$ cat src/core/cswl_defines.svh
/*
  Constants of the sleep, wake and lockup controller: register offsets,
  field positions and reset values.
  Assumes inclusion by bare name from the design modules and the bench.
*/
`ifndef CSWL_DEFINES_SVH
`define CSWL_DEFINES_SVH

`define CSWL_ADDR_W            4
`define CSWL_DATA_W            32
`define CSWL_OFF_SYSCTRL       4'h0
`define CSWL_OFF_STATUS        4'h4
`define CSWL_OFF_ID            4'h8
`define CSWL_BIT_SLEEP_AFTER   1
`define CSWL_BIT_DEEP_SELECT   2
`define CSWL_BIT_PEND_EVENT    4
`define CSWL_SYSCTRL_MASK      32'h0000_0016
`define CSWL_SYSCTRL_RST       32'h0000_0000
`define CSWL_ST_LOCKUP         0
`define CSWL_ST_SLEEP          1
`define CSWL_ST_DEEP           2
`define CSWL_ST_NMI_LOCK       3
// Identification word: the value is arbitrary
`define CSWL_ID_VALUE          32'h0000_5A01

`endif

$ cat src/core/cswl_pkg.sv
/*
  Types of the sleep, wake and lockup controller.
  Assumes nothing beyond a SystemVerilog compiler.
*/
package cswl_pkg;

  typedef enum logic [1:0] {
    CSWL_RUN,
    CSWL_SLEEP_IRQ,
    CSWL_SLEEP_EVT,
    CSWL_LOCKUP
  } cswl_state_t;

endpackage

$ cat src/core/cswl_event_latch.sv
/*
  Hidden one-bit event latch that decides whether a wait-for-event sleeps.
  Assumes all inputs are synchronous to sys_clk_i.
*/
`timescale 1ns/10ps

module cswl_event_latch
  import cswl_pkg::*;
(
  // Clock and reset
  input  wire logic sys_clk_i,
  input  wire logic arst_n_i,
  // Event sources
  input  wire logic set_i,
  // Consumption by a wait-for-event
  input  wire logic clear_i,
  // Latch state
  output logic      latched_o
);

  logic event_r;

  // Set wins over clear so a coincident event is never lost
  always_ff @(posedge sys_clk_i or negedge arst_n_i) begin
    if (!arst_n_i) begin
      event_r <= 1'b0;
    end else if (set_i) begin
      event_r <= 1'b1;
    end else if (clear_i) begin
      event_r <= 1'b0;
    end
  end

  assign latched_o = event_r;
endmodule // cswl_event_latch

$ cat src/core/cswl_regs.sv
/*
  Software register file: system control bits and read-only status.
  Assumes a plain strobe port whose master never waits.
*/
`timescale 1ns/10ps
`include "cswl_defines.svh"

module cswl_regs
  import cswl_pkg::*;
(
  // Clock and reset
  input  wire logic                      sys_clk_i,
  input  wire logic                      arst_n_i,
  // Register port
  input  wire logic [`CSWL_ADDR_W-1:0]   addr_i,
  input  wire logic [`CSWL_DATA_W-1:0]   wdata_i,
  input  wire logic                      wr_i,
  input  wire logic                      rd_i,
  output logic      [`CSWL_DATA_W-1:0]   rdata_o,
  // Block state
  input  wire logic [3:0]                status_i,
  output logic      [`CSWL_DATA_W-1:0]   sysctrl_o
);

  logic [`CSWL_DATA_W-1:0] sysctrl_r;
  logic [`CSWL_DATA_W-1:0] rdata_r;

  always_ff @(posedge sys_clk_i or negedge arst_n_i) begin
    if (!arst_n_i) begin
      sysctrl_r <= `CSWL_SYSCTRL_RST;
    end else if (wr_i && addr_i == `CSWL_OFF_SYSCTRL) begin
      sysctrl_r <= wdata_i & `CSWL_SYSCTRL_MASK;
    end
  end

  // Unmapped offsets and idle cycles read as zero
  always_ff @(posedge sys_clk_i or negedge arst_n_i) begin
    if (!arst_n_i) begin
      rdata_r <= '0;
    end else if (rd_i) begin
      unique case (addr_i)
        `CSWL_OFF_SYSCTRL: rdata_r <= sysctrl_r;
        `CSWL_OFF_STATUS:  rdata_r <= {28'h000_0000, status_i};
        `CSWL_OFF_ID:      rdata_r <= `CSWL_ID_VALUE; // arbitrary value
        default:           rdata_r <= '0;
      endcase
    end else begin
      rdata_r <= '0;
    end
  end

  assign sysctrl_o = sysctrl_r;
  assign rdata_o   = rdata_r;
endmodule // cswl_regs

$ cat src/core/cswl_ctrl.sv
/*
  Sleep, wake and lockup controller of a processor core.
  Assumes exception, debug and instruction-issue strobes are one-cycle
  pulses synchronous to sys_clk_i, and that the exception logic decides
  priority: wake_exc_i already means "able to cause exception entry".
*/
`timescale 1ns/10ps
`include "cswl_defines.svh"

// Overview of operation
// - Hard fault inside NMI or hard-fault handler enters lockup.
// - Lockup issues nothing; left by reset, NMI or debugger halt.
// - Lockup entered from NMI handler ignores further NMIs.
// - Light sleep gates only the processor clock.
// - Deep sleep also requests most system clocks stopped.
// - Deep-sleep select bit chooses light or deep sleep.
// - Wait-for-interrupt sleeps at once unless a wake is already true.
// - Wait-for-event with latch clear sleeps unless a wake or an event is already true.
// - Wait-for-event with latch set clears it and continues.
// - Event latch is one bit, hidden from software.
// - Latch set by external event or another core's send-event.
// - Sleep-after-handler sleeps on return to thread mode.
// - Interrupt-style sleep wakes on an enterable exception, a masked wake or debug halt.
// - Masked higher-priority interrupt wakes; handler waits for unmask.
// - Event sleep wakes on exception, event input or send-event.
// - Pending-sets-event makes any new pending interrupt an event.
// - Event input wakes event sleep or else sets the latch.
module cswl_ctrl
  import cswl_pkg::*;
(
  // Clock and reset
  input  wire logic                     sys_clk_i,
  input  wire logic                     arst_n_i,
  // Register port
  input  wire logic [`CSWL_ADDR_W-1:0]  reg_addr_i,
  input  wire logic [`CSWL_DATA_W-1:0]  reg_wdata_i,
  input  wire logic                     reg_wr_i,
  input  wire logic                     reg_rd_i,
  output logic      [`CSWL_DATA_W-1:0]  reg_rdata_o,
  // Instruction issue
  input  wire logic                     wait_interrupt_instr_i,
  input  wire logic                     wait_event_instr_i,
  input  wire logic                     handler_exit_i,
  // Exception logic
  input  wire logic                     hard_fault_i,
  input  wire logic                     in_nmi_handler_i,
  input  wire logic                     in_hardfault_handler_i,
  input  wire logic                     nmi_i,
  input  wire logic                     wake_exc_i,
  input  wire logic                     masked_irq_wake_i,
  input  wire logic                     new_pending_i,
  input  wire logic                     priority_mask_bit_i,
  input  wire logic                     fault_mask_bit_i,
  // Events and debug
  input  wire logic                     ext_event_i,
  input  wire logic                     send_event_other_i,
  input  wire logic                     debug_halt_i,
  // Status and clock control
  output logic                          issue_en_o,
  output logic                          cpu_clk_gate_o,
  output logic                          sys_clk_stop_o,
  output logic                          sleeping_o,
  output logic                          deep_sleeping_o,
  output logic                          lockup_o,
  output logic                          event_consumed_o
);

  cswl_state_t             state_r;
  cswl_state_t             state_nxt;
  logic                    nmi_lock_r;
  logic                    issue_en_r;
  logic                    cpu_gate_r;
  logic                    sys_stop_r;
  logic                    sleeping_r;
  logic                    deep_r;
  logic                    lockup_r;
  logic                    consumed_r;
  logic [`CSWL_DATA_W-1:0] sysctrl;
  logic                    event_latched;
  logic                    event_set;
  logic                    event_clr;
  logic                    event_src;
  logic                    irq_wake;
  logic                    deep_sel;
  logic                    lock_enter;
  logic                    lock_leave;
  logic [3:0]              status;

  // Either sleep state gates the core clock
  function automatic logic asleep(input cswl_state_t s);
    return s == CSWL_SLEEP_IRQ || s == CSWL_SLEEP_EVT;
  endfunction

  assign deep_sel = sysctrl[`CSWL_BIT_DEEP_SELECT];

  // Masked-interrupt wake only counts with priority mask set, fault mask clear
  assign irq_wake = wake_exc_i ||
                    (masked_irq_wake_i && priority_mask_bit_i &&
                     !fault_mask_bit_i);

  assign event_src = ext_event_i || send_event_other_i ||
                     (new_pending_i && sysctrl[`CSWL_BIT_PEND_EVENT]);

  assign lock_enter = hard_fault_i &&
                      (in_nmi_handler_i || in_hardfault_handler_i);
  assign lock_leave = debug_halt_i || (nmi_i && !nmi_lock_r);

  always_comb begin
    state_nxt = state_r;
    unique case (state_r)
      CSWL_RUN: begin
        if (lock_enter) begin
          state_nxt = CSWL_LOCKUP;
        end else if (wait_interrupt_instr_i && !irq_wake) begin
          state_nxt = CSWL_SLEEP_IRQ;
        end else if (handler_exit_i && sysctrl[`CSWL_BIT_SLEEP_AFTER] &&
                     !irq_wake) begin
          state_nxt = CSWL_SLEEP_IRQ;
        end else if (wait_event_instr_i && !event_latched &&
                     !event_src && !irq_wake) begin
          state_nxt = CSWL_SLEEP_EVT;
        end
      end
      CSWL_SLEEP_IRQ: begin
        if (irq_wake || debug_halt_i) begin
          state_nxt = CSWL_RUN;
        end
      end
      CSWL_SLEEP_EVT: begin
        if (irq_wake || event_src || debug_halt_i) begin
          state_nxt = CSWL_RUN;
        end
      end
      CSWL_LOCKUP: begin
        if (lock_leave) begin
          state_nxt = CSWL_RUN;
        end
      end
    endcase
  end

  always_ff @(posedge sys_clk_i or negedge arst_n_i) begin
    if (!arst_n_i) begin
      state_r <= CSWL_RUN;
    end else begin
      state_r <= state_nxt;
    end
  end

  // Remember which handler locked up so a later NMI cannot release it
  always_ff @(posedge sys_clk_i or negedge arst_n_i) begin
    if (!arst_n_i) begin
      nmi_lock_r <= 1'b0;
    end else if (state_r == CSWL_RUN && lock_enter) begin
      nmi_lock_r <= in_nmi_handler_i;
    end else if (state_nxt != CSWL_LOCKUP) begin
      nmi_lock_r <= 1'b0;
    end
  end

  // Latch is set in every state but event sleep; there the event wakes instead
  assign event_set = event_src && state_r != CSWL_SLEEP_EVT;
  assign event_clr = state_r == CSWL_RUN && wait_event_instr_i &&
                     event_latched && !lock_enter;

  cswl_event_latch u_latch (
    .sys_clk_i (sys_clk_i),
    .arst_n_i  (arst_n_i),
    .set_i     (event_set),
    .clear_i   (event_clr),
    .latched_o (event_latched)
  );

  assign status = {nmi_lock_r, deep_r, sleeping_r, lockup_r};

  cswl_regs u_regs (
    .sys_clk_i (sys_clk_i),
    .arst_n_i  (arst_n_i),
    .addr_i    (reg_addr_i),
    .wdata_i   (reg_wdata_i),
    .wr_i      (reg_wr_i),
    .rd_i      (reg_rd_i),
    .rdata_o   (reg_rdata_o),
    .status_i  (status),
    .sysctrl_o (sysctrl)
  );

  // Outputs registered from the next state, so they align with state_r
  always_ff @(posedge sys_clk_i or negedge arst_n_i) begin
    if (!arst_n_i) begin
      issue_en_r <= 1'b1;
      cpu_gate_r <= 1'b0;
      sys_stop_r <= 1'b0;
      sleeping_r <= 1'b0;
      deep_r     <= 1'b0;
      lockup_r   <= 1'b0;
    end else begin
      issue_en_r <= state_nxt == CSWL_RUN;
      cpu_gate_r <= asleep(state_nxt);
      sys_stop_r <= asleep(state_nxt) && deep_sel;
      sleeping_r <= asleep(state_nxt);
      deep_r     <= asleep(state_nxt) && deep_sel;
      lockup_r   <= state_nxt == CSWL_LOCKUP;
    end
  end

  always_ff @(posedge sys_clk_i or negedge arst_n_i) begin
    if (!arst_n_i) begin
      consumed_r <= 1'b0;
    end else begin
      consumed_r <= event_clr;
    end
  end

  assign issue_en_o       = issue_en_r;
  assign cpu_clk_gate_o   = cpu_gate_r;
  assign sys_clk_stop_o   = sys_stop_r;
  assign sleeping_o       = sleeping_r;
  assign deep_sleeping_o  = deep_r;
  assign lockup_o         = lockup_r;
  assign event_consumed_o = consumed_r;
endmodule // cswl_ctrl

$ cat config.mk
export PLATFORM = sky130hd
export DESIGN_NAME = cswl_ctrl
export DESIGN_NICKNAME = d
export VERILOG_FILES = /design/src/core/cswl_pkg.sv /design/src/core/cswl_event_latch.sv /design/src/core/cswl_regs.sv /design/src/core/cswl_ctrl.sv
export VERILOG_INCLUDE_DIRS = /design/src /design/src/core
export SDC_FILE = /design/constraint.sdc
export NUM_CORES = 1
export LEC_CHECK = 0
export BUFFER_PORTS_ARGS = -buffer_cell sky130_fd_sc_hd__buf_2
export CAP_MARGIN = 10
export CORE_MARGIN = 1
export CORE_UTILIZATION = 35
export DETAILED_ROUTE_END_ITERATION = 7
export MAX_ROUTING_LAYER = met4
export PLACE_DENSITY_LB_ADDON = 0.2
export RECOVER_POWER = 100
export SLEW_MARGIN = 20
export SYNTH_ARGS = -nofsm -noshare
export SYNTH_HDL_FRONTEND = slang
export SYNTH_SLANG_ARGS = --single-unit
export TNS_END_PERCENT = 1
$ cat constraint.sdc
create_clock -name sys_clk_i -period 2 [get_ports sys_clk_i]
set_input_delay 0.4 -clock sys_clk_i [delete_from_list [all_inputs] [get_ports sys_clk_i]]
set_output_delay 0.4 -clock sys_clk_i [all_outputs]
set_load 0.01 [all_outputs]
==> After elaboration in Yosys (flattened, before gate mapping) <==
Index checks and enable logic that the tools add are counted.
{ "totals": {"input_bits": 55, "output_inout_bits": 39, "word_cells": 72, "regBits": 27} }
{ "op_classes": {"n_eq_ne": 10, "n_mux": 14, "reduce_logical": 38} }
{ "op_table": {"columns": ["operator", "count"], "rows": [
  ["15-bit case mux with 3 select lines", 1],
  ["1-bit logical AND", 18],
  ["15-bit 2-to-1 mux", 1],
  ["2-bit 2-to-1 mux", 7],
  ["1-bit logical OR", 9],
  ["2-bit == test, second input constant", 4],
  ["2-bit case mux with 4 select lines", 1],
  ["1-bit zero test", 6],
  ["2-bit by 1-bit == test with 1-bit output, second input constant", 2],
  ["4-bit by 3-bit == test with 1-bit output, second input constant", 1],
  ["4-bit == test, second input constant", 1],
  ["2-bit zero test", 2],
  ["4-bit zero test", 1],
  ["1-bit 2-to-1 mux", 4],
  ["2-bit inequality test, second input constant", 2],
  ["2-bit nonzero test", 2]
]} }

==> Depth between registers and ports, before layout <==
{ "depth": {"word_depth": 13, "depth_mapped": 7, "ltp_nobuf": 7} }

==> By module <==
A second synthesis with hierarchy kept.
{ "hier_totals": {"hier_cells": 126, "hier_area_um2": 1252.5} }
{ "modules_own_cells": {"columns": ["mod", "cells_per_inst", "seq_area_each_um2", "area_per_inst_um2", "n_inst"], "rows": [
  ["cswl_regs", 84, 225.2, 782.0, 1],
  ["cswl_ctrl", 39, 201.4, 434.2, 1],
  ["cswl_event_latch", 3, 25.0, 36.3, 1]
]} }

==> Least setup slack after synthesis <==
OpenSTA, ideal clock, no wires.
{ "synth_path": {"kind": "register -> register", "startpoint": "register state_r[1]", "endpoint": "register nmi_lock_r", "arrival_ps": 1458, "setup_time_ps": 118, "setup_slack_ps": 424, "path_buffers": 0, "period_less_slack_ps": 1576, "required_ps": 1882, "path_stages_with_launch": 8, "path_cell_list": "dfrtp_1 nor2b_4 and3_4 o32a_1 ha_1 nand2_1 a21oi_1 a21o_1"} }
{ "synth_via": {"elab_cells_between_ends": 16, "classes_between": "eq/ne: 4; mux: 9; reduce/logical: 3"} }
{ "synth_rtl": {"columns": ["element", "line_no", "text"], "rows": [
  ["start, declared", "cswl_ctrl.sv:68", "cswl_state_t state_r;"],
  ["start signal, assigned", "cswl_ctrl.sv:146", "state_r <= state_nxt;"],
  ["2-bit == test (tied with other cells)", "cswl_ctrl.sv:110", "unique case (state_r)"],
  ["2-bit case mux with 4 select lines *", "cswl_ctrl.sv:110", null],
  ["via state_nxt[0]", "cswl_ctrl.sv:69", "cswl_state_t state_nxt;"],
  ["2-bit inequality test *", "cswl_ctrl.sv:156", "end else if (state_nxt != CSWL_LOCKUP) begin"],
  ["2-bit nonzero test (no source line) *", null, null],
  ["end signal, assigned", "cswl_ctrl.sv:155", "nmi_lock_r <= in_nmi_handler_i;"],
  ["end, declared", "cswl_ctrl.sv:70", "logic nmi_lock_r;"]
]} }
The timed path passes the listed nets; every way through them passes the cells marked *.
A chain may end at the register's enable or synchronous reset.

==> Worst setup path in the final report <==
Ends and elaborated chain as after synthesis.

==> impl_metrics.toml <==
[run_status]
outcome = "completed"

[synth]
synth_warnings = 0
ys_ff_latch = 18
ys_seq_area_share_pct = 43.23
synth_edf_count = 0
syn_avg_cell_area_sq_um = 10.55
synth.distinct_cells = 34
synthCells = 99
netlist_area_sq_um = 1045
postSynth.asyncResetShare_pct = 100.0
ys.flop_type = "dfrtp_1"

[floorplan]
fp.dieW_um = 56.64
fp.dieH_um = 56.64
io_pins = 94
core_area_sq_um = 2781
row_count = 19
die-area_sq_um = 3208
start_util_pct = 37.56

[cts]
cts_tree = "done"
insertion_delay_ns = 0.28
cts_buffers = 3
cts.sinks = 18
cts-htree-levels = 1
path_clk_slew_ns = 0.10
cts_max_path_buffers = 2
ctsResizeCount = 0
cts_hold_buffers = 0
cts_setup_buffers = 0
ctsRootBufferMaster = "clkbuf_4"

[critical_path]
reg2regPathDepth = 7
setup.worst_path.end_class = "flip-flop"
start_kind = "flip-flop"
worstPathMaxFanout = 6
worstPathArrival_ns = 1.89
reg2reg_slack_ns = 0.30
crit_type = "reg -> reg"
r2r-start = "state_r[1]$_DFF_PN0_"
r2r_end = "nmi_lock_r$_DFFE_PN0P_"
cp.required_ns = 2.18

[power]
p_per_area_nw_per_um2 = 919.9
power_frac_seq_pct = 48.5
p_leak_nw = 0.5907
comb_power_share_pct = 30.9
swShare_pct = 34.06
p_sw_mw = 0.3615
ir_worst_vdd_mv = 0.4047
p_int_mw = 0.6997
power_mw = 1.061
clock_power_share_pct = 20.6

[layout]
largest_reg_flops = 6
diodes = 0
area_growth_pct = 10.42
finalNetCount = 195
final_area_sq_um = 1154
layout-drive-gt1-share_pct = 23.36
fin_util_pct = 41.48

[detailed_routing]
first_pass_iters = 4
wl_per_cell_um = 10.89
drtIter0Drc = 14
drtAntennaViolNets = 0
route.vias.total = 756
drc = 0
vias_per_cell = 4.500
wirelength_um = 1830

[global_route]
antenna_found_initial = 0
grt_pass1_vias = 694
grt_pass1_wl_um = 3042
grt_max_degree = 19
grtUsageTotal_pct = 12.44
gr-total-overflow = 0

[sta]
fin_ws_ns = 0.2954
rsz0062_at_grt = "no"
fmax_mhz = 586.6
slew_violations = 0
slew_headroom_pct = 36.83
finalCritPeriodShare_pct = 85.23
setup_viol = 0
period_minus_slack_ns = 1.705
worst_pin_slew_ns = 0.9475
finClkSkew_ns = 0.003918
hold_violations = 0
fin_setup_tns_ns = 0

[placed_design]
port_buffers = 41
placed_area_sq_um = 1150
pre_cts_ws_ns = 0.2123
dp_hpwl_um = 1469
gp_congestion = 0.8772

[min_path]
hold_path.class = "in -> async"

[job]
maxCapViolations = 0
final cells by class:
| type | instances | area (sq um) |
|---|---|---|
| inverters | 3 | 11.26 |
| fillers | 288 | 1628 |
| clock buffers | 4 | 36.28 |
| multi-input cells | 71 | 432.9 |
| flip-flops and latches | 18 | 451.7 |
| well taps | 31 | 38.79 |
| repair buffers | 41 | 182.7 |
worst max path at each step:
| stage | from | to | slack [ns] | cells after the start |
|---|---|---|---|---|
| after detailed placement | new_pending_i | deep_sleeping_o$_DFF_PN0_ | 0.21 | 6 |
| after CTS | state_r[1]$_DFF_PN0_ | nmi_lock_r$_DFFE_PN0P_ | 0.29 | 7 |
| final | state_r[1]$_DFF_PN0_ | nmi_lock_r$_DFFE_PN0P_ | 0.30 | 7 |
| after floorplan | state_r[1]$_DFF_PN0_ | nmi_lock_r$_DFFE_PN0P_ | 0.42 | 7 |
| after global routing | state_r[1]$_DFF_PN0_ | nmi_lock_r$_DFFE_PN0P_ | 0.20 | 7 |
| after global placement | new_pending_i | deep_sleeping_o$_DFF_PN0_ | 0.25 | 6 |
metal layers:
layer	part of all wire [%]	track usage, %
met1	42	14.89
met4	0	3.136
met5	0	-
met2	49	21.01
met3	8.7	2.995
critical path: stages (launching register included):
cell	delay, ns
dfrtp_1	0.46
nor2b_4	0.16
and3_4	0.17
o32a_1	0.35
ha_1	0.20
nand2_1	0.07
a21oi_1	0.04
a21o_1	0.16
power by group through the flow:
stage	Clock, mW	Sequential, mW	Combinational, mW
floorplan	0	0.528	0.259
global placement	0	0.522	0.346
detailed placement	0	0.522	0.349
CTS	0.227	0.515	0.353
global route	0.248	0.528	0.374
finish	0.219	0.515	0.328
logic make-up after synthesis:
family	Yosys count	synth area share, %
buffers and inverters	32	22.28
and+or+nand+nor	27	16.53
DFF	18	43.23
AOI/OAI and AO/OA	14	10.06
muxes	5	5.150
adders and majority gates	2	2.395
other	1	0.3589
Yosys cell counts (2+ instances only):
cell	count	area (sq um)
buf_4	28	210.2
dfrtp_1	17	425.4
nor3_1	6	30.03
nor2_1	5	18.77
nand2_1	4	15.01
a21oi_1	3	15.01
inv_1	3	11.26
mux2_1	3	33.78
a211o_1	2	17.52
ha_1	2	25.02
mux2i_1	2	20.02
o32a_1	2	20.02
cells in the final DEF, fill, tap and decap left out:
master    count
conb_1       23
buf_2        23
clkbuf_1     18
dfrtp_1      17
nor2_1        6
nor3_1        6
nand2_1       5
a21oi_1       3
inv_1         3
mux2_1        3
clkbuf_4      3
mux2i_1       2
a211o_1       2
o32a_1        2
ha_1          2
nand3b_1      1
nand2b_1      1
nor2b_4       1
a31o_1        1
and3b_1       1
nor4_2        1
o21ai_1       1
nand2b_4      1
and3_4        1
nor4_1        1
o32ai_1       1
a211oi_1      1
and2_1        1
a21boi_1      1
o21a_1        1
a21o_1        1
nand3_1       1
clkbuf_8      1
dfstp_2       1
per-stage QoR:
stage | hold WS, ns | cells
after detailed placement | 0.3476 | 164
after floorplan | 0.1044 | 121
after global routing | 0.2919 | 168
after CTS | 0.02937 | 168
after global placement | 0.3447 | 164
final | 0.2298 | 168
Power figures use the tool's default switching activity.
